**config.mk**
```make
export PLATFORM = sky130hd
export DESIGN_NAME = sfc_host
export DESIGN_NICKNAME = d
export VERILOG_FILES = /design/src/common/sfc_pkg.sv /design/src/verilog/sfc_host.sv
export VERILOG_INCLUDE_DIRS = /design/src /design/src/common
export SDC_FILE = /design/constraint.sdc
export NUM_CORES = 1
export LEC_CHECK = 0
export BUFFER_PORTS_ARGS = -buffer_cell sky130_fd_sc_hd__buf_4
export CORE_MARGIN = 2
export CORE_UTILIZATION = 45
export CTS_CLUSTER_DIAMETER = 120
export DETAILED_ROUTE_END_ITERATION = 7
export GPL_TIMING_DRIVEN = 1
export SETUP_SLACK_MARGIN = 0.3
export SLEW_MARGIN = 5
export SYNTH_ARGS = -nofsm -noshare
export SYNTH_HDL_FRONTEND = slang
export SYNTH_SLANG_ARGS = --single-unit
```
**constraint.sdc**
```tcl
create_clock -name clk_i -period 6.25 [get_ports clk_i]
set_clock_uncertainty 0.1 [all_clocks]
set_input_delay 1.25 -clock clk_i [delete_from_list [all_inputs] [get_ports clk_i]]
set_output_delay 1.25 -clock clk_i [all_outputs]
set_load 0.05 [all_outputs]
```
**src/common/sfc_defs.svh**
```systemverilog
// Constants of the serial flash host: timing, byte counts, opcodes.
// Included by bare name; holds definitions only.
`ifndef SFC_DEFS_SVH
`define SFC_DEFS_SVH

// Timing, in ns, and derived cycle counts
`define SFC_CLK_NS 25
`define SFC_SCLK_NS 200
`define SFC_HALF_CYC (((`SFC_SCLK_NS / 2) / `SFC_CLK_NS) < 1 ? 1 : ((`SFC_SCLK_NS / 2) / `SFC_CLK_NS))
`define SFC_CS_GAP_NS 100
`define SFC_CS_GAP_CYC ((`SFC_CS_GAP_NS + `SFC_CLK_NS - 1) / `SFC_CLK_NS)

// Byte layout
`define SFC_ADDR_BYTES 2'h3
`define SFC_NO_ADDR 2'h0
`define SFC_DMY_0 3'h0
`define SFC_DMY_1 3'h1
`define SFC_DMY_4 3'h4
`define SFC_LEN_REQ 16'h0
`define SFC_LEN_ONE 16'h1
`define SFC_LEN_TWO 16'h2
`define SFC_LEN_ID 16'h3
`define SFC_BYTE_CLKS 4'h8

// Opcodes
`define SFC_O_FAST_ARRAY_READ 8'h0B
`define SFC_O_LOW_POWER_READ 8'h03
`define SFC_O_DUAL_OUTPUT_READ 8'h3B
`define SFC_O_DUAL_IO_READ 8'hBB
`define SFC_O_QUAD_OUTPUT_READ 8'h6B
`define SFC_O_QUAD_IO_READ 8'hEB
`define SFC_O_PAGE_ERASE 8'h81
`define SFC_O_SMALL_REGION_WIPE 8'h20
`define SFC_O_BLOCK_32K_ERASE 8'h52
`define SFC_O_BLOCK_64K_ERASE 8'hD8
`define SFC_O_CHIP_ERASE_A 8'h60
`define SFC_O_CHIP_ERASE_B 8'hC7
`define SFC_O_PAGE_PROGRAM 8'h02
`define SFC_O_DUAL_INPUT_PAGE_PROGRAM 8'hA2
`define SFC_O_QUAD_INPUT_PAGE_PROGRAM 8'h32
`define SFC_O_SUSPEND_A 8'h75
`define SFC_O_SUSPEND_B 8'hB0
`define SFC_O_RESUME_A 8'h7A
`define SFC_O_RESUME_B 8'h30
`define SFC_O_WRITE_ENABLE_CMD 8'h06
`define SFC_O_WRITE_DISABLE_CMD 8'h04
`define SFC_O_VOLATILE_WRITE_ENABLE_CMD 8'h50
`define SFC_O_SECURITY_AREA_ERASE 8'h44
`define SFC_O_SECURITY_AREA_PROGRAM 8'h42
`define SFC_O_SECURITY_AREA_READ 8'h48
`define SFC_O_STATUS_LOW_READ 8'h05
`define SFC_O_STATUS_HIGH_READ 8'h35
`define SFC_O_CONFIG_REG_READ 8'h15
`define SFC_O_BUSY_STATUS_INTERRUPT_ENABLE 8'h25
`define SFC_O_STATUS_REG_WRITE 8'h01
`define SFC_O_CONFIG_REG_WRITE 8'h31
`define SFC_O_RESET_ARM_CMD 8'h66
`define SFC_O_RESET_CMD 8'h99
`define SFC_O_IDENTITY_READ 8'h9F
`define SFC_O_MAKER_DEVICE_CODE_READ 8'h90
`define SFC_O_DUAL_MAKER_DEVICE_CODE_READ 8'h92
`define SFC_O_QUAD_MAKER_DEVICE_CODE_READ 8'h94
`define SFC_O_DEEP_POWER_DOWN 8'hB9
`define SFC_O_POWER_DOWN_RELEASE_ID_READ 8'hAB
`define SFC_O_BURST_LENGTH_SET 8'h77
`define SFC_O_READ_ENHANCED_RELEASE 8'hFF
`define SFC_O_UNIQUE_ID_READ 8'h4B

`endif

```
**src/common/sfc_pkg.sv**
```systemverilog
// Types of the serial flash host: states, phases, command descriptors.
// Stands alone; compiled before the host module.
package sfc_pkg;

  typedef enum logic [2:0] {
    ST_IDLE = 3'h0,
    ST_LOAD = 3'h1,
    ST_LOW = 3'h2,
    ST_HIGH = 3'h3,
    ST_GAP = 3'h4
  } sfc_state_e;

  typedef enum logic [1:0] {
    PH_CMD = 2'h0,
    PH_ADDR = 2'h1,
    PH_DUM = 2'h2,
    PH_DATA = 2'h3
  } sfc_phase_e;

  typedef enum logic [1:0] {
    DIR_NONE = 2'h0,
    DIR_RD = 2'h1,
    DIR_WR = 2'h2
  } sfc_dir_e;

  typedef enum logic [1:0] {
    LN_1 = 2'h0,
    LN_2 = 2'h1,
    LN_4 = 2'h2
  } sfc_lane_e;

  typedef struct packed {
    logic [7:0] opcode;
    logic [23:0] addr;
    logic [15:0] len;
  } sfc_req_s;

  typedef struct packed {
    logic ok;
    logic quad;
    logic [1:0] n_addr;
    logic [2:0] n_dum;
    sfc_dir_e dir;
    logic [15:0] fix_len;
    sfc_lane_e addr_ln;
    sfc_lane_e data_ln;
  } sfc_cmd_s;

endpackage

```
**src/verilog/sfc_host.sv**
```systemverilog
// Host controller that drives a serial multi-I/O flash over its pins.
// Assumes clk_i at 40 MHz; flash pins are asynchronous to it.
//
// Summary of operation
// - Fast array read: three address, one dummy, data streams until select rises.
// - Low-power read: three address, no dummy, then data bytes.
// - Dual-output read: single-lane address and dummy, data on two lanes.
// - Dual-I/O read: address and dummy on two lanes, data on two lanes.
// - Quad-output read: single-lane address and dummy, data on four lanes.
// - Quad-I/O read: address and dummy on four lanes, data on four lanes.
// - Sector and page erase: three address bytes, nothing else.
// - Block erases take three address bytes; chip erase takes none.
// - Page programs, single, dual, quad: three address bytes, then data.
// - Security erase, program take address; security read adds a dummy.
// - Busy status interrupt enable: one dummy byte, no data.
// - Status write: two data bytes, no address, no dummy.
// - Config write: exactly one data byte.
// - Maker/device code reads take address; dual and quad add a dummy.
// - Power-down release: three address bytes, one identity byte back.
// - Select rises only on a byte boundary.
// - Bits sampled on rising clock, shifted on falling; mode 0 used.
`timescale 1ns/1ps
`include "sfc_defs.svh"

module sfc_host #(
  parameter logic [7:0] HALF_CYC = 8'(`SFC_HALF_CYC),
  parameter logic [7:0] CS_GAP_CYC = 8'(`SFC_CS_GAP_CYC)
) (
  // Clock and reset
  input wire logic clk_i,
  input wire logic rst_b_i,
  // Command request
  input wire logic req_valid_i,
  input wire sfc_pkg::sfc_req_s req_i,
  output logic req_ready_o,
  input wire logic quad_enable_bit_i,
  // Write data stream
  input wire logic tx_valid_i,
  input wire logic [7:0] tx_data_i,
  output logic tx_ready_o,
  // Read data stream
  output logic rx_valid_o,
  output logic [7:0] rx_data_o,
  input wire logic rx_ready_i,
  // Status
  output logic done_o,
  output logic refused_o,
  output logic busy_o,
  // Flash pins
  output logic sclk_o,
  output logic cs_b_o,
  output logic [3:0] io_o,
  output logic [3:0] io_oe_o,
  input wire logic [3:0] io_i
);

  // ==========================================================
  // Functions
  function automatic sfc_pkg::sfc_cmd_s mk(input logic [1:0] na, input logic [2:0] nd,
      input sfc_pkg::sfc_dir_e dir, input logic [15:0] fl,
      input sfc_pkg::sfc_lane_e aln, input sfc_pkg::sfc_lane_e dln);
    sfc_pkg::sfc_cmd_s c;
    c.ok = 1'b1;
    c.quad = (aln == sfc_pkg::LN_4) || (dln == sfc_pkg::LN_4);
    c.n_addr = na;
    c.n_dum = nd;
    c.dir = dir;
    c.fix_len = fl;
    c.addr_ln = aln;
    c.data_ln = dln;
    return c;
  endfunction

  function automatic sfc_pkg::sfc_cmd_s decode(input logic [7:0] op);
    sfc_pkg::sfc_cmd_s d;
    d = '0;
    unique case (op)
      `SFC_O_FAST_ARRAY_READ, `SFC_O_SECURITY_AREA_READ:
        d = mk(`SFC_ADDR_BYTES, `SFC_DMY_1, sfc_pkg::DIR_RD, `SFC_LEN_REQ,
               sfc_pkg::LN_1, sfc_pkg::LN_1);
      `SFC_O_LOW_POWER_READ, `SFC_O_MAKER_DEVICE_CODE_READ:
        d = mk(`SFC_ADDR_BYTES, `SFC_DMY_0, sfc_pkg::DIR_RD, `SFC_LEN_REQ,
               sfc_pkg::LN_1, sfc_pkg::LN_1);
      `SFC_O_DUAL_OUTPUT_READ, `SFC_O_DUAL_MAKER_DEVICE_CODE_READ:
        d = mk(`SFC_ADDR_BYTES, `SFC_DMY_1, sfc_pkg::DIR_RD, `SFC_LEN_REQ,
               sfc_pkg::LN_1, sfc_pkg::LN_2);
      `SFC_O_DUAL_IO_READ:
        d = mk(`SFC_ADDR_BYTES, `SFC_DMY_1, sfc_pkg::DIR_RD, `SFC_LEN_REQ,
               sfc_pkg::LN_2, sfc_pkg::LN_2);
      `SFC_O_QUAD_OUTPUT_READ, `SFC_O_QUAD_MAKER_DEVICE_CODE_READ:
        d = mk(`SFC_ADDR_BYTES, `SFC_DMY_1, sfc_pkg::DIR_RD, `SFC_LEN_REQ,
               sfc_pkg::LN_1, sfc_pkg::LN_4);
      `SFC_O_QUAD_IO_READ:
        d = mk(`SFC_ADDR_BYTES, `SFC_DMY_1, sfc_pkg::DIR_RD, `SFC_LEN_REQ,
               sfc_pkg::LN_4, sfc_pkg::LN_4);
      `SFC_O_PAGE_ERASE, `SFC_O_SMALL_REGION_WIPE, `SFC_O_BLOCK_32K_ERASE,
      `SFC_O_BLOCK_64K_ERASE, `SFC_O_SECURITY_AREA_ERASE:
        d = mk(`SFC_ADDR_BYTES, `SFC_DMY_0, sfc_pkg::DIR_NONE, `SFC_LEN_REQ,
               sfc_pkg::LN_1, sfc_pkg::LN_1);
      `SFC_O_PAGE_PROGRAM, `SFC_O_SECURITY_AREA_PROGRAM:
        d = mk(`SFC_ADDR_BYTES, `SFC_DMY_0, sfc_pkg::DIR_WR, `SFC_LEN_REQ,
               sfc_pkg::LN_1, sfc_pkg::LN_1);
      `SFC_O_DUAL_INPUT_PAGE_PROGRAM:
        d = mk(`SFC_ADDR_BYTES, `SFC_DMY_0, sfc_pkg::DIR_WR, `SFC_LEN_REQ,
               sfc_pkg::LN_1, sfc_pkg::LN_2);
      `SFC_O_QUAD_INPUT_PAGE_PROGRAM:
        d = mk(`SFC_ADDR_BYTES, `SFC_DMY_0, sfc_pkg::DIR_WR, `SFC_LEN_REQ,
               sfc_pkg::LN_1, sfc_pkg::LN_4);
      `SFC_O_CHIP_ERASE_A, `SFC_O_CHIP_ERASE_B, `SFC_O_WRITE_ENABLE_CMD,
      `SFC_O_WRITE_DISABLE_CMD, `SFC_O_VOLATILE_WRITE_ENABLE_CMD,
      `SFC_O_DEEP_POWER_DOWN, `SFC_O_READ_ENHANCED_RELEASE,
      `SFC_O_SUSPEND_A, `SFC_O_SUSPEND_B, `SFC_O_RESUME_A, `SFC_O_RESUME_B,
      `SFC_O_RESET_ARM_CMD, `SFC_O_RESET_CMD,
      `SFC_O_BURST_LENGTH_SET:
        d = mk(`SFC_NO_ADDR, `SFC_DMY_0, sfc_pkg::DIR_NONE, `SFC_LEN_REQ,
               sfc_pkg::LN_1, sfc_pkg::LN_1);
      `SFC_O_STATUS_LOW_READ, `SFC_O_STATUS_HIGH_READ, `SFC_O_CONFIG_REG_READ:
        d = mk(`SFC_NO_ADDR, `SFC_DMY_0, sfc_pkg::DIR_RD, `SFC_LEN_ONE,
               sfc_pkg::LN_1, sfc_pkg::LN_1);
      `SFC_O_BUSY_STATUS_INTERRUPT_ENABLE:
        d = mk(`SFC_NO_ADDR, `SFC_DMY_1, sfc_pkg::DIR_NONE, `SFC_LEN_REQ,
               sfc_pkg::LN_1, sfc_pkg::LN_1);
      `SFC_O_STATUS_REG_WRITE:
        d = mk(`SFC_NO_ADDR, `SFC_DMY_0, sfc_pkg::DIR_WR, `SFC_LEN_TWO,
               sfc_pkg::LN_1, sfc_pkg::LN_1);
      `SFC_O_CONFIG_REG_WRITE:
        d = mk(`SFC_NO_ADDR, `SFC_DMY_0, sfc_pkg::DIR_WR, `SFC_LEN_ONE,
               sfc_pkg::LN_1, sfc_pkg::LN_1);
      `SFC_O_IDENTITY_READ:
        d = mk(`SFC_NO_ADDR, `SFC_DMY_0, sfc_pkg::DIR_RD, `SFC_LEN_ID,
               sfc_pkg::LN_1, sfc_pkg::LN_1);
      `SFC_O_POWER_DOWN_RELEASE_ID_READ:
        d = mk(`SFC_ADDR_BYTES, `SFC_DMY_0, sfc_pkg::DIR_RD, `SFC_LEN_ONE,
               sfc_pkg::LN_1, sfc_pkg::LN_1);
      `SFC_O_UNIQUE_ID_READ:
        d = mk(`SFC_NO_ADDR, `SFC_DMY_4, sfc_pkg::DIR_RD, `SFC_LEN_REQ,
               sfc_pkg::LN_1, sfc_pkg::LN_1);
      default:
        d = '0;
    endcase
    return d;
  endfunction

  // ==========================================================
  // State
  sfc_pkg::sfc_state_e state_reg, state_next;
  sfc_pkg::sfc_phase_e phase_reg, phase_next;
  sfc_pkg::sfc_cmd_s cmd_reg, cmd_next, info;
  sfc_pkg::sfc_lane_e lw_reg, lw_next;
  logic [7:0] op_reg, op_next;
  logic [23:0] addr_reg, addr_next;
  logic [15:0] len_reg, len_next;
  logic [15:0] cnt_reg, cnt_next;
  logic [3:0] bit_reg, bit_next;
  logic [7:0] div_reg, div_next;
  logic [7:0] sr_reg, sr_next;
  logic rd_reg, rd_next;
  logic armed_reg, armed_next;
  logic sclk_reg, sclk_next;
  logic cs_b_reg, cs_b_next;
  logic [3:0] io_reg, io_next;
  logic [3:0] oe_reg, oe_next;
  logic req_ready_reg, req_ready_next;
  logic tx_ready_reg, tx_ready_next;
  logic done_reg, done_next;
  logic refused_reg, refused_next;
  logic busy_reg, busy_next;
  logic [3:0] io_s1_reg, io_s2_reg;
  logic [1:0] b_vld_reg, b_vld_next;
  logic [7:0] b_dat_reg [2];
  logic [7:0] b_dat_next [2];
  logic push;
  logic go;
  logic [7:0] byte_val;

  // ==========================================================
  // Next-state logic
  always_comb
  begin
    state_next = state_reg;
    phase_next = phase_reg;
    cmd_next = cmd_reg;
    lw_next = lw_reg;
    op_next = op_reg;
    addr_next = addr_reg;
    len_next = len_reg;
    cnt_next = cnt_reg;
    bit_next = bit_reg;
    div_next = div_reg;
    sr_next = sr_reg;
    rd_next = rd_reg;
    armed_next = armed_reg;
    sclk_next = sclk_reg;
    cs_b_next = cs_b_reg;
    oe_next = oe_reg;
    busy_next = busy_reg;
    req_ready_next = 1'b0;
    tx_ready_next = 1'b0;
    done_next = 1'b0;
    refused_next = 1'b0;
    push = 1'b0;
    go = 1'b0;
    byte_val = 8'h00;
    info = decode(req_i.opcode);
    unique case (state_reg)
      sfc_pkg::ST_IDLE:
      begin
        req_ready_next = 1'b1;
        if (req_valid_i && req_ready_reg)
        begin
          req_ready_next = 1'b0;
          if (!info.ok || (info.quad && !quad_enable_bit_i)
              || (req_i.opcode == `SFC_O_RESET_CMD && !armed_reg))
            refused_next = 1'b1;
          else
          begin
            cmd_next = info;
            op_next = req_i.opcode;
            addr_next = req_i.addr;
            len_next = (info.fix_len != `SFC_LEN_REQ) ? info.fix_len : req_i.len;
            phase_next = sfc_pkg::PH_CMD;
            cnt_next = `SFC_LEN_ONE;
            cs_b_next = 1'b0;
            busy_next = 1'b1;
            state_next = sfc_pkg::ST_LOAD;
          end
        end
      end
      sfc_pkg::ST_LOAD:
      begin
        if (cnt_reg == 16'h0000)
        begin
          unique case (phase_reg)
            sfc_pkg::PH_CMD:
            begin
              phase_next = sfc_pkg::PH_ADDR;
              cnt_next = 16'(cmd_reg.n_addr);
            end
            sfc_pkg::PH_ADDR:
            begin
              phase_next = sfc_pkg::PH_DUM;
              cnt_next = 16'(cmd_reg.n_dum);
            end
            sfc_pkg::PH_DUM:
            begin
              phase_next = sfc_pkg::PH_DATA;
              cnt_next = (cmd_reg.dir == sfc_pkg::DIR_NONE) ? 16'h0000 : len_reg;
            end
            sfc_pkg::PH_DATA:
            begin
              cs_b_next = 1'b1;
              oe_next = 4'h0;
              done_next = 1'b1;
              busy_next = 1'b0;
              armed_next = (op_reg == `SFC_O_RESET_ARM_CMD);
              div_next = CS_GAP_CYC;
              state_next = sfc_pkg::ST_GAP;
            end
          endcase
        end
        else
        begin
          rd_next = 1'b0;
          unique case (phase_reg)
            sfc_pkg::PH_CMD:
            begin
              byte_val = op_reg;
              lw_next = sfc_pkg::LN_1;
              go = 1'b1;
            end
            sfc_pkg::PH_ADDR:
            begin
              byte_val = addr_reg[23:16];
              addr_next = {addr_reg[15:0], 8'h00};
              lw_next = cmd_reg.addr_ln;
              go = 1'b1;
            end
            sfc_pkg::PH_DUM:
            begin
              lw_next = cmd_reg.addr_ln;
              go = 1'b1;
            end
            sfc_pkg::PH_DATA:
            begin
              lw_next = cmd_reg.data_ln;
              if (cmd_reg.dir == sfc_pkg::DIR_WR)
              begin
                tx_ready_next = !(tx_valid_i && tx_ready_reg);
                go = tx_valid_i && tx_ready_reg;
                byte_val = tx_data_i;
              end
              else
              begin
                rd_next = 1'b1;
                go = !b_vld_reg[1];
              end
            end
          endcase
          if (go)
          begin
            sr_next = byte_val;
            bit_next = `SFC_BYTE_CLKS >> lw_next;
            cnt_next = cnt_reg - 16'h0001;
            oe_next = oe_for(lw_next, rd_next);
            div_next = HALF_CYC;
            state_next = sfc_pkg::ST_LOW;
          end
        end
      end
      sfc_pkg::ST_LOW:
      begin
        if (div_reg <= 8'h01)
        begin
          sclk_next = 1'b1;
          div_next = HALF_CYC;
          state_next = sfc_pkg::ST_HIGH;
        end
        else
          div_next = div_reg - 8'h01;
      end
      sfc_pkg::ST_HIGH:
      begin
        if (div_reg <= 8'h01)
        begin
          sclk_next = 1'b0;
          sr_next = shift_in(sr_reg, io_s2_reg, lw_reg);
          bit_next = bit_reg - 4'h1;
          div_next = HALF_CYC;
          if (bit_reg == 4'h1)
          begin
            push = rd_reg;
            state_next = sfc_pkg::ST_LOAD;
          end
          else
            state_next = sfc_pkg::ST_LOW;
        end
        else
          div_next = div_reg - 8'h01;
      end
      sfc_pkg::ST_GAP:
      begin
        if (div_reg <= 8'h01)
        begin
          req_ready_next = 1'b1;
          state_next = sfc_pkg::ST_IDLE;
        end
        else
          div_next = div_reg - 8'h01;
      end
      default:
        state_next = sfc_pkg::ST_IDLE;
    endcase
    io_next = cs_b_next ? 4'h0 : lanes_out(sr_next, lw_next);
  end

  // ==========================================================
  // Two-entry read buffer
  always_comb
  begin
    b_vld_next = b_vld_reg;
    b_dat_next = b_dat_reg;
    if (rx_ready_i && b_vld_reg[0])
    begin
      b_vld_next = {1'b0, b_vld_reg[1]};
      b_dat_next[0] = b_dat_reg[1];
    end
    if (push)
    begin
      if (b_vld_next[0])
      begin
        b_vld_next[1] = 1'b1;
        b_dat_next[1] = sr_next;
      end
      else
      begin
        b_vld_next[0] = 1'b1;
        b_dat_next[0] = sr_next;
      end
    end
  end

  // ==========================================================
  // Lane helpers
  function automatic logic [3:0] lanes_out(input logic [7:0] s, input sfc_pkg::sfc_lane_e l);
    unique case (l)
      sfc_pkg::LN_2: lanes_out = {2'b11, s[7:6]};
      sfc_pkg::LN_4: lanes_out = s[7:4];
      default: lanes_out = {3'b110, s[7]};
    endcase
  endfunction

  function automatic logic [3:0] oe_for(input sfc_pkg::sfc_lane_e l, input logic rd);
    unique case (l)
      sfc_pkg::LN_2: oe_for = rd ? 4'hC : 4'hF;
      sfc_pkg::LN_4: oe_for = rd ? 4'h0 : 4'hF;
      default: oe_for = 4'hD;
    endcase
  endfunction

  function automatic logic [7:0] shift_in(input logic [7:0] s, input logic [3:0] p,
      input sfc_pkg::sfc_lane_e l);
    unique case (l)
      sfc_pkg::LN_2: shift_in = {s[5:0], p[1:0]};
      sfc_pkg::LN_4: shift_in = {s[3:0], p};
      default: shift_in = {s[6:0], p[1]};
    endcase
  endfunction

  // ==========================================================
  // Registers
  always_ff @(posedge clk_i)
  begin
    io_s1_reg <= io_i;
    io_s2_reg <= io_s1_reg;
    if (!rst_b_i)
    begin
      state_reg <= sfc_pkg::ST_IDLE;
      phase_reg <= sfc_pkg::PH_CMD;
      cmd_reg <= '0;
      lw_reg <= sfc_pkg::LN_1;
      op_reg <= 8'h00;
      addr_reg <= 24'h000000;
      len_reg <= 16'h0000;
      cnt_reg <= 16'h0000;
      bit_reg <= 4'h0;
      div_reg <= 8'h00;
      sr_reg <= 8'h00;
      rd_reg <= 1'b0;
      armed_reg <= 1'b0;
      sclk_reg <= 1'b0;
      cs_b_reg <= 1'b1;
      io_reg <= 4'h0;
      oe_reg <= 4'h0;
      req_ready_reg <= 1'b0;
      tx_ready_reg <= 1'b0;
      done_reg <= 1'b0;
      refused_reg <= 1'b0;
      busy_reg <= 1'b0;
      b_vld_reg <= 2'b00;
      b_dat_reg[0] <= 8'h00;
      b_dat_reg[1] <= 8'h00;
    end
    else
    begin
      state_reg <= state_next;
      phase_reg <= phase_next;
      cmd_reg <= cmd_next;
      lw_reg <= lw_next;
      op_reg <= op_next;
      addr_reg <= addr_next;
      len_reg <= len_next;
      cnt_reg <= cnt_next;
      bit_reg <= bit_next;
      div_reg <= div_next;
      sr_reg <= sr_next;
      rd_reg <= rd_next;
      armed_reg <= armed_next;
      sclk_reg <= sclk_next;
      cs_b_reg <= cs_b_next;
      io_reg <= io_next;
      oe_reg <= oe_next;
      req_ready_reg <= req_ready_next;
      tx_ready_reg <= tx_ready_next;
      done_reg <= done_next;
      refused_reg <= refused_next;
      busy_reg <= busy_next;
      b_vld_reg <= b_vld_next;
      b_dat_reg <= b_dat_next;
    end
  end

  assign req_ready_o = req_ready_reg;
  assign tx_ready_o = tx_ready_reg;
  assign rx_valid_o = b_vld_reg[0];
  assign rx_data_o = b_dat_reg[0];
  assign done_o = done_reg;
  assign refused_o = refused_reg;
  assign busy_o = busy_reg;
  assign sclk_o = sclk_reg;
  assign cs_b_o = cs_b_reg;
  assign io_o = io_reg;
  assign io_oe_o = oe_reg;

endmodule
```
======== Word-level counts from Yosys, hierarchy flattened ========
Cells that the tools add are included.
word-level totals
  input bits .............................. 66
  logic and storage cells ................. 260
  bits in registers ....................... 145
cells by class
  add/subtract/negate cells ............... 3
  muxes and demuxes ....................... 94
  reduce and logical (&&, ||, !) cells .... 50
  shift-type cells ........................ 1
  magnitude comparators ................... 1
  equality and inequality tests ........... 74
  bitwise logic cells ..................... 6
operator list
  cell                count
  $pmux 29 s18        1
  $eq 8x8->1 const B  15
  $mux 16             7
  $eq 8x7->1 const B  13
  $mux 24             4
  $mux 8              12
  $eq 8x6->1 const B  7
  $pmux 16 s3         1
  $pmux 24 s2         1
  $pmux 8 s3          2
  $pmux 16 s2         1
  $pmux 8 s2          2
  $mux 4              7
  $mux 1              25
  $eq 8x3->1 const B  3
  $mux 3              8
  $pmux 4 s2          3
  $mux 2              11
  $reduce_and 5->1    4
  $ne 2x2->1 const B  9
  $reduce_and 3->1    6
  $eq 8x2->1 const B  2
  $logic_not 16->1    1
  $reduce_bool 16->1  1
  38 further kinds    83

======== Logic depth before layout (Yosys ltp) ========
  depth in word-level cells ............... 10
  depth in mapped cells ................... 14
  depth with buffers taken out ............ 12

======== Least setup slack after synthesis ========
No wires, ideal clock.
  path type ............................... in2reg
  start point ............................. input port req_i[42] (netlist bit)
  end point ............................... register cnt_reg[9]
  setup time .............................. 0.119 ns
  required time ........................... 6.031 ns
  setup slack ............................. 2.656 ns
  path buffers ............................ 2
  data arrival time ....................... 3.376 ns
  stages on the path ...................... 9
  cells stage by stage .................... buf_4 > or4b_4 > or4_1 > a31oi_1 > or4_4 > a21o_4 > buf_6 > a211oi_1 > o221a_1
on the way
  word-level cells in the longest chain between the ends .. 8
ends and longest elaborated chain
  item                                                         RTL line         RTL
  start: declaration                                           sfc_host.sv:34   input wire sfc_pkg::sfc_req_s req_i,
  $eq 8x8->1 (tied with other cells)                           sfc_host.sv:77   unique case (op)
  $reduce_or 14->1 (tied with other cells)                     sfc_host.sv:77
  $pmux 29 s18                                                 sfc_host.sv:77
  $logic_not 1->1 / $logic_and 1x1->1 (equally long branches)  sfc_host.sv:212  if (!info.ok || (info.quad && !quad_enable_bit_i)
  $logic_or 1x1->1                                             sfc_host.sv:212
  $logic_or 1x1->1 (*)                                         sfc_host.sv:212
  $ne 2x2->1 (no line) (*)                                     --
  $reduce_and 5->1 (no line) (*)                               --
  end signal: assignment                                       sfc_host.sv:452  cnt_reg <= cnt_next;
  end: declaration                                             sfc_host.sv:153  logic [15:0] cnt_reg, cnt_next;
Mark *: on every way between the ends. The rest lies on a longest branch, timed or not.
A chain may end at the register's enable or synchronous reset.

======== Worst setup path after layout ========
  start point ............................. input port req_i[42] (netlist bit)
  end point ............................... register addr_reg[22]
on the way
  word-level cells in the longest chain between the ends .. 8
ends and longest elaborated chain
  item                                                         RTL line         RTL
  $eq 8x8->1 (tied with other cells)                           sfc_host.sv:77
  $reduce_or 14->1 (tied with other cells)                     sfc_host.sv:77
  $pmux 29 s18                                                 sfc_host.sv:77
  $logic_not 1->1 / $logic_and 1x1->1 (equally long branches)  sfc_host.sv:212
  $logic_or 1x1->1                                             sfc_host.sv:212
  $logic_or 1x1->1 (*)                                         sfc_host.sv:212
  $ne 2x2->1 (no line) (*)                                     --
  $reduce_and 5->1 (no line) (*)                               --
  end signal: assignment                                       sfc_host.sv:450  addr_reg <= addr_next;
  end: declaration                                             sfc_host.sv:151  logic [23:0] addr_reg, addr_next;
Marked as above.

==> flow_summary.json <==
{
  "clk_path_buf_depth": 2,
  "max-slew-margin-rel_pct": 24.0,
  "core-area_mm2": 0.0171,
  "slowest_stage": "sky130_fd_sc_hd__nor4_1",
  "final_min_period_over_clock_period_pct": 65.7,
  "timing.max_cap.violations": 0,
  "slowest_delay_ps": 990,
  "wire_per_inst_um": 17.7,
  "grt_setup_unrepaired": "no",
  "finalCoreUtilization_pct": 52.4,
  "drcViolationCount": 0,
  "leakagePower_nw": 3.36,
  "final_hold_viol_count": 0,
  "placement_rows": 48,
  "largest_net_degree_at_the_start_of_global_routing": 53,
  "fmax_mhz": 243,
  "critPathTopFamily": "simple AND/OR/NAND/NOR gates",
  "clock_tree_root_driver_cell": "sky130_fd_sc_hd__clkbuf_16",
  "post-cts-setup-buffer-count": 0,
  "comb_power_share_pct": 40.1,
  "ioPinCount": 90,
  "post_syn_instances": 968,
  "worstPathMaxFanout": 50,
  "powerDensity_mw_per_mm2": 404,
  "design.final.nets": 1081,
  "pre_cts_slack_ps": 1760,
  "outcome": "complete, no violations",
  "setup_total_negative_slack_ps": 0,
  "cts.sinks": 142,
  "filler_cell_count": 1708,
  "holdWs_ps": 225,
  "cts.htree.levels": 4,
  "edff_count_synth": 0,
  "worst_setup_path_end_kind": "flip-flop",
  "cp-startpoint": "req_i[42]",
  "dieHeight_um": 136,
  "synth-async-reset-ratio_pct": 0,
  "r2r_setup_slack_ps": 2260,
  "total_of_hold_buffers_inserted_after_clock_tree_synthesis": 0,
  "start_util_pct": 45.6,
  "postSynthAreaPerCell_um2": 8.07,
  "tritoncts": "done",
  "cp_arrival_ps": 4340,
  "p_seq_share_pct": 31.4,
  "critPathLaunchType": "input pin",
  "cell_total_after_placement": 1204,
  "ant_nets": 0,
  "syn-cell-area_mm2": 0.00781,
  "cts_made_buffers": 17,
  "largest_register_ff_count": 24,
  "timing_max_transition_violations_final": 0,
  "vias_per_cell": 5.89,
  "place.port_buffers": 89,
  "antenna_found_initial": 0,
  "final_design_area_no_fill_mm2": 0.00897,
  "synth-seq-area-share_pct": 36.4,
  "min-delay-path-class": "reg -> reg",
  "postRouteWirelength_mm": 21.9,
  "antennaDiodeCount": 0,
  "post_cts.resized_instances": 0,
  "area_growth_pct": 14.9,
  "post_cts_clock_slew_at_the_launch_and_capture_registers_of_the_worst_setup_and_hold_paths_ps": 60,
  "worstSkewPairLatency_ps": 430,
  "actual_slew_at_the_worst_max_slew_pin_ps": 1130,
  "dieArea_mm2": 0.0184,
  "setup_slack_ps": 2140,
  "period_minus_slack_ps": 4110,
  "final-instance-count-excl-fill": 1235,
  "share_clk_of_total_power_pct": 28.5,
  "placed_cell_area_mm2": 0.00838,
  "detail_route.iter0.violations": 535,
  "place_hpwl_mm": 15.1,
  "post_route_cells_drive_above_1_share_pct": 15.5,
  "flip_flop_and_latch_count_after_synthesis": 142,
  "globalRouteTotalUtil_pct": 24.1,
  "worst_path_buf_inv": 1,
  "timing.hold.worst.start": "io_s1_reg[1]",
  "critPathRequiredTime_ps": 6490,
  "gp_routability_congestion": 0.895,
  "timing.rr.start": "cnt_reg[0]",
  "synthesis.nets": 1051,
  "fin_total_pwr_mw": 3.63,
  "global_route_wire_length_before_repair_mm": 35.2,
  "ys.warnings.count": 0,
  "routed-via-count": 7276,
  "total_switching_power_mw": 1.48,
  "ys_types": 87,
  "fp.dieW_um": 136,
  "power.ir.vdd_worst_v": 0.000232,
  "first_global_vias": 6701,
  "ys_dominant_reg_cell": "sky130_fd_sc_hd__dfxtp_1",
  "finalSetupViolCount": 0,
  "grt_overflow": 0,
  "crit_path_cell_trace": "buf_4, and4b_1, a32oi_1, o311ai_0, nor4_1, a21o_4, nand2b_4, a311oi_1",
  "power_switching_share_pct": 40.9,
  "timing.setup.critical_path_class": "in -> reg",
  "drt_first_pass_iters": 8,
  "internal_power_mw": 2.14
}
==> metal layers <==
layer  global-route usage [%]  vias up  part of all wire [%]
li1                         -     3633                     -
met1                     34.3     3415                    48
met2                     37.5      199                    46
met3                     4.30       29                   4.8
met4                     6.66        0                   1.5
met5                        0        -                     0
==> layout by cell type, fill, tap and decap left out, types with 5 or more instances in the layout <==
master / Yosys / final
sky130_fd_sc_hd__nand2_1: 130 / 130
sky130_fd_sc_hd__a22oi_1: 12 / 12
sky130_fd_sc_hd__ha_1: 17 / 17
sky130_fd_sc_hd__and2_1: 5 / 5
sky130_fd_sc_hd__nand3_1: 45 / 45
sky130_fd_sc_hd__buf_4: 15 / 97
sky130_fd_sc_hd__nor2_1: 74 / 74
sky130_fd_sc_hd__a31oi_1: 11 / 11
sky130_fd_sc_hd__nor4_1: 12 / 12
sky130_fd_sc_hd__o32ai_1: 6 / 6
sky130_fd_sc_hd__o211ai_1: 7 / 7
sky130_fd_sc_hd__mux2i_1: 7 / 7
sky130_fd_sc_hd__and3_1: 15 / 15
sky130_fd_sc_hd__a311oi_1: 18 / 18
sky130_fd_sc_hd__a21oi_1: 62 / 62
sky130_fd_sc_hd__nor3_1: 40 / 40
sky130_fd_sc_hd__dfxtp_1: 142 / 142
sky130_fd_sc_hd__a211oi_1: 39 / 39
sky130_fd_sc_hd__or3_1: 10 / 10
sky130_fd_sc_hd__o21ai_0: 41 / 41
sky130_fd_sc_hd__nand3b_1: 5 / 5
sky130_fd_sc_hd__a221oi_1: 6 / 6
sky130_fd_sc_hd__clkbuf_16: 0 / 17
sky130_fd_sc_hd__nor4bb_1: 6 / 6
sky130_fd_sc_hd__nand4_1: 9 / 9
sky130_fd_sc_hd__nor2b_1: 11 / 11
sky130_fd_sc_hd__inv_1: 28 / 28
sky130_fd_sc_hd__nor4b_1: 5 / 5
sky130_fd_sc_hd__or4_1: 5 / 5
sky130_fd_sc_hd__a222oi_1: 10 / 10
sky130_fd_sc_hd__nand2b_1: 10 / 10
==> cells by family (layout without fill, tap and decap cells) <==
logic type	after synthesis	after routing	share of synthesized area [%]
mux	9	9	1.19
simple gates	412	412	27.4
fa+ha+maj	17	17	2.72
buf+inv	115	157	7.15
flops	142	142	36.4
compound gates	266	266	24.4
xor+xnor	7	7	0.785
==> power by group through the flow <==
stage	sequential, mW	clock [mW]	combinational, mW
2_1_floorplan	1.15	0	1.08
3_3_place_gp	1.16	0	1.44
3_5_place_dp	1.15	0	1.44
4_1_cts	1.14	1.05	1.44
5_1_grt	1.16	1.08	1.61
6_report	1.14	1.03	1.45
==> worst reg2reg max path: cells and delay by family (launching register included) <==
family | cells | cell delay (ps)
simple gates | 2 | 1060
buf+inv | 1 | 110
compound gates | 5 | 2070
fa+ha+maj | 1 | 230
flops | 1 | 340
==> cell usage after synthesis, types with 7 or more instances <==
cell type,instances,share of area (%)
sky130_fd_sc_hd__a222oi_1,10,1.3
sky130_fd_sc_hd__buf_4,15,1.4
sky130_fd_sc_hd__nand2_1,130,6.2
sky130_fd_sc_hd__mux2i_1,7,0.90
sky130_fd_sc_hd__nand3_1,45,2.9
sky130_fd_sc_hd__nand2b_1,10,0.80
sky130_fd_sc_hd__a31oi_1,11,0.88
sky130_fd_sc_hd__inv_1,28,1.3
sky130_fd_sc_hd__a211oi_1,39,3.7
sky130_fd_sc_hd__a22oi_1,12,1.2
sky130_fd_sc_hd__o21ai_0,41,2.6
sky130_fd_sc_hd__dfxtp_1,142,36
sky130_fd_sc_hd__nor2_1,74,3.6
sky130_fd_sc_hd__or3_1,10,0.80
sky130_fd_sc_hd__nand4_1,9,0.72
sky130_fd_sc_hd__nor3_1,40,2.6
sky130_fd_sc_hd__a21oi_1,62,4.0
sky130_fd_sc_hd__buf_2,20,1.3
sky130_fd_sc_hd__o211ai_1,7,0.67
sky130_fd_sc_hd__a311oi_1,18,2.0
sky130_fd_sc_hd__nor4_1,12,0.96
sky130_fd_sc_hd__and3_1,15,1.2
sky130_fd_sc_hd__ha_1,17,2.7
sky130_fd_sc_hd__nor2b_1,11,0.88
sky130_fd_sc_hd__clkbuf_1,40,1.9
==> final timing paths <==
kind             endpoint  cells past startpoint
min reg2reg  io_s2_reg[1]                      0
min          io_s2_reg[1]                      0
max reg2reg    div_reg[6]                      9
max          addr_reg[22]                      8
==> cell type report <==
class / instances / area, um^2 / share of cell area (%)
multi-input combinational: 711 / 4420 / 49.3
clock buffer: 20 / 447 / 4.98
tap: 225 / 282 / 3.14
sequential: 142 / 2840 / 31.7
timing repair buffer: 97 / 728 / 8.12
inverter: 29 / 109 / 1.21
clock inverter: 11 / 143 / 1.59
No activity file was read; power rests on OpenSTA's default activity.
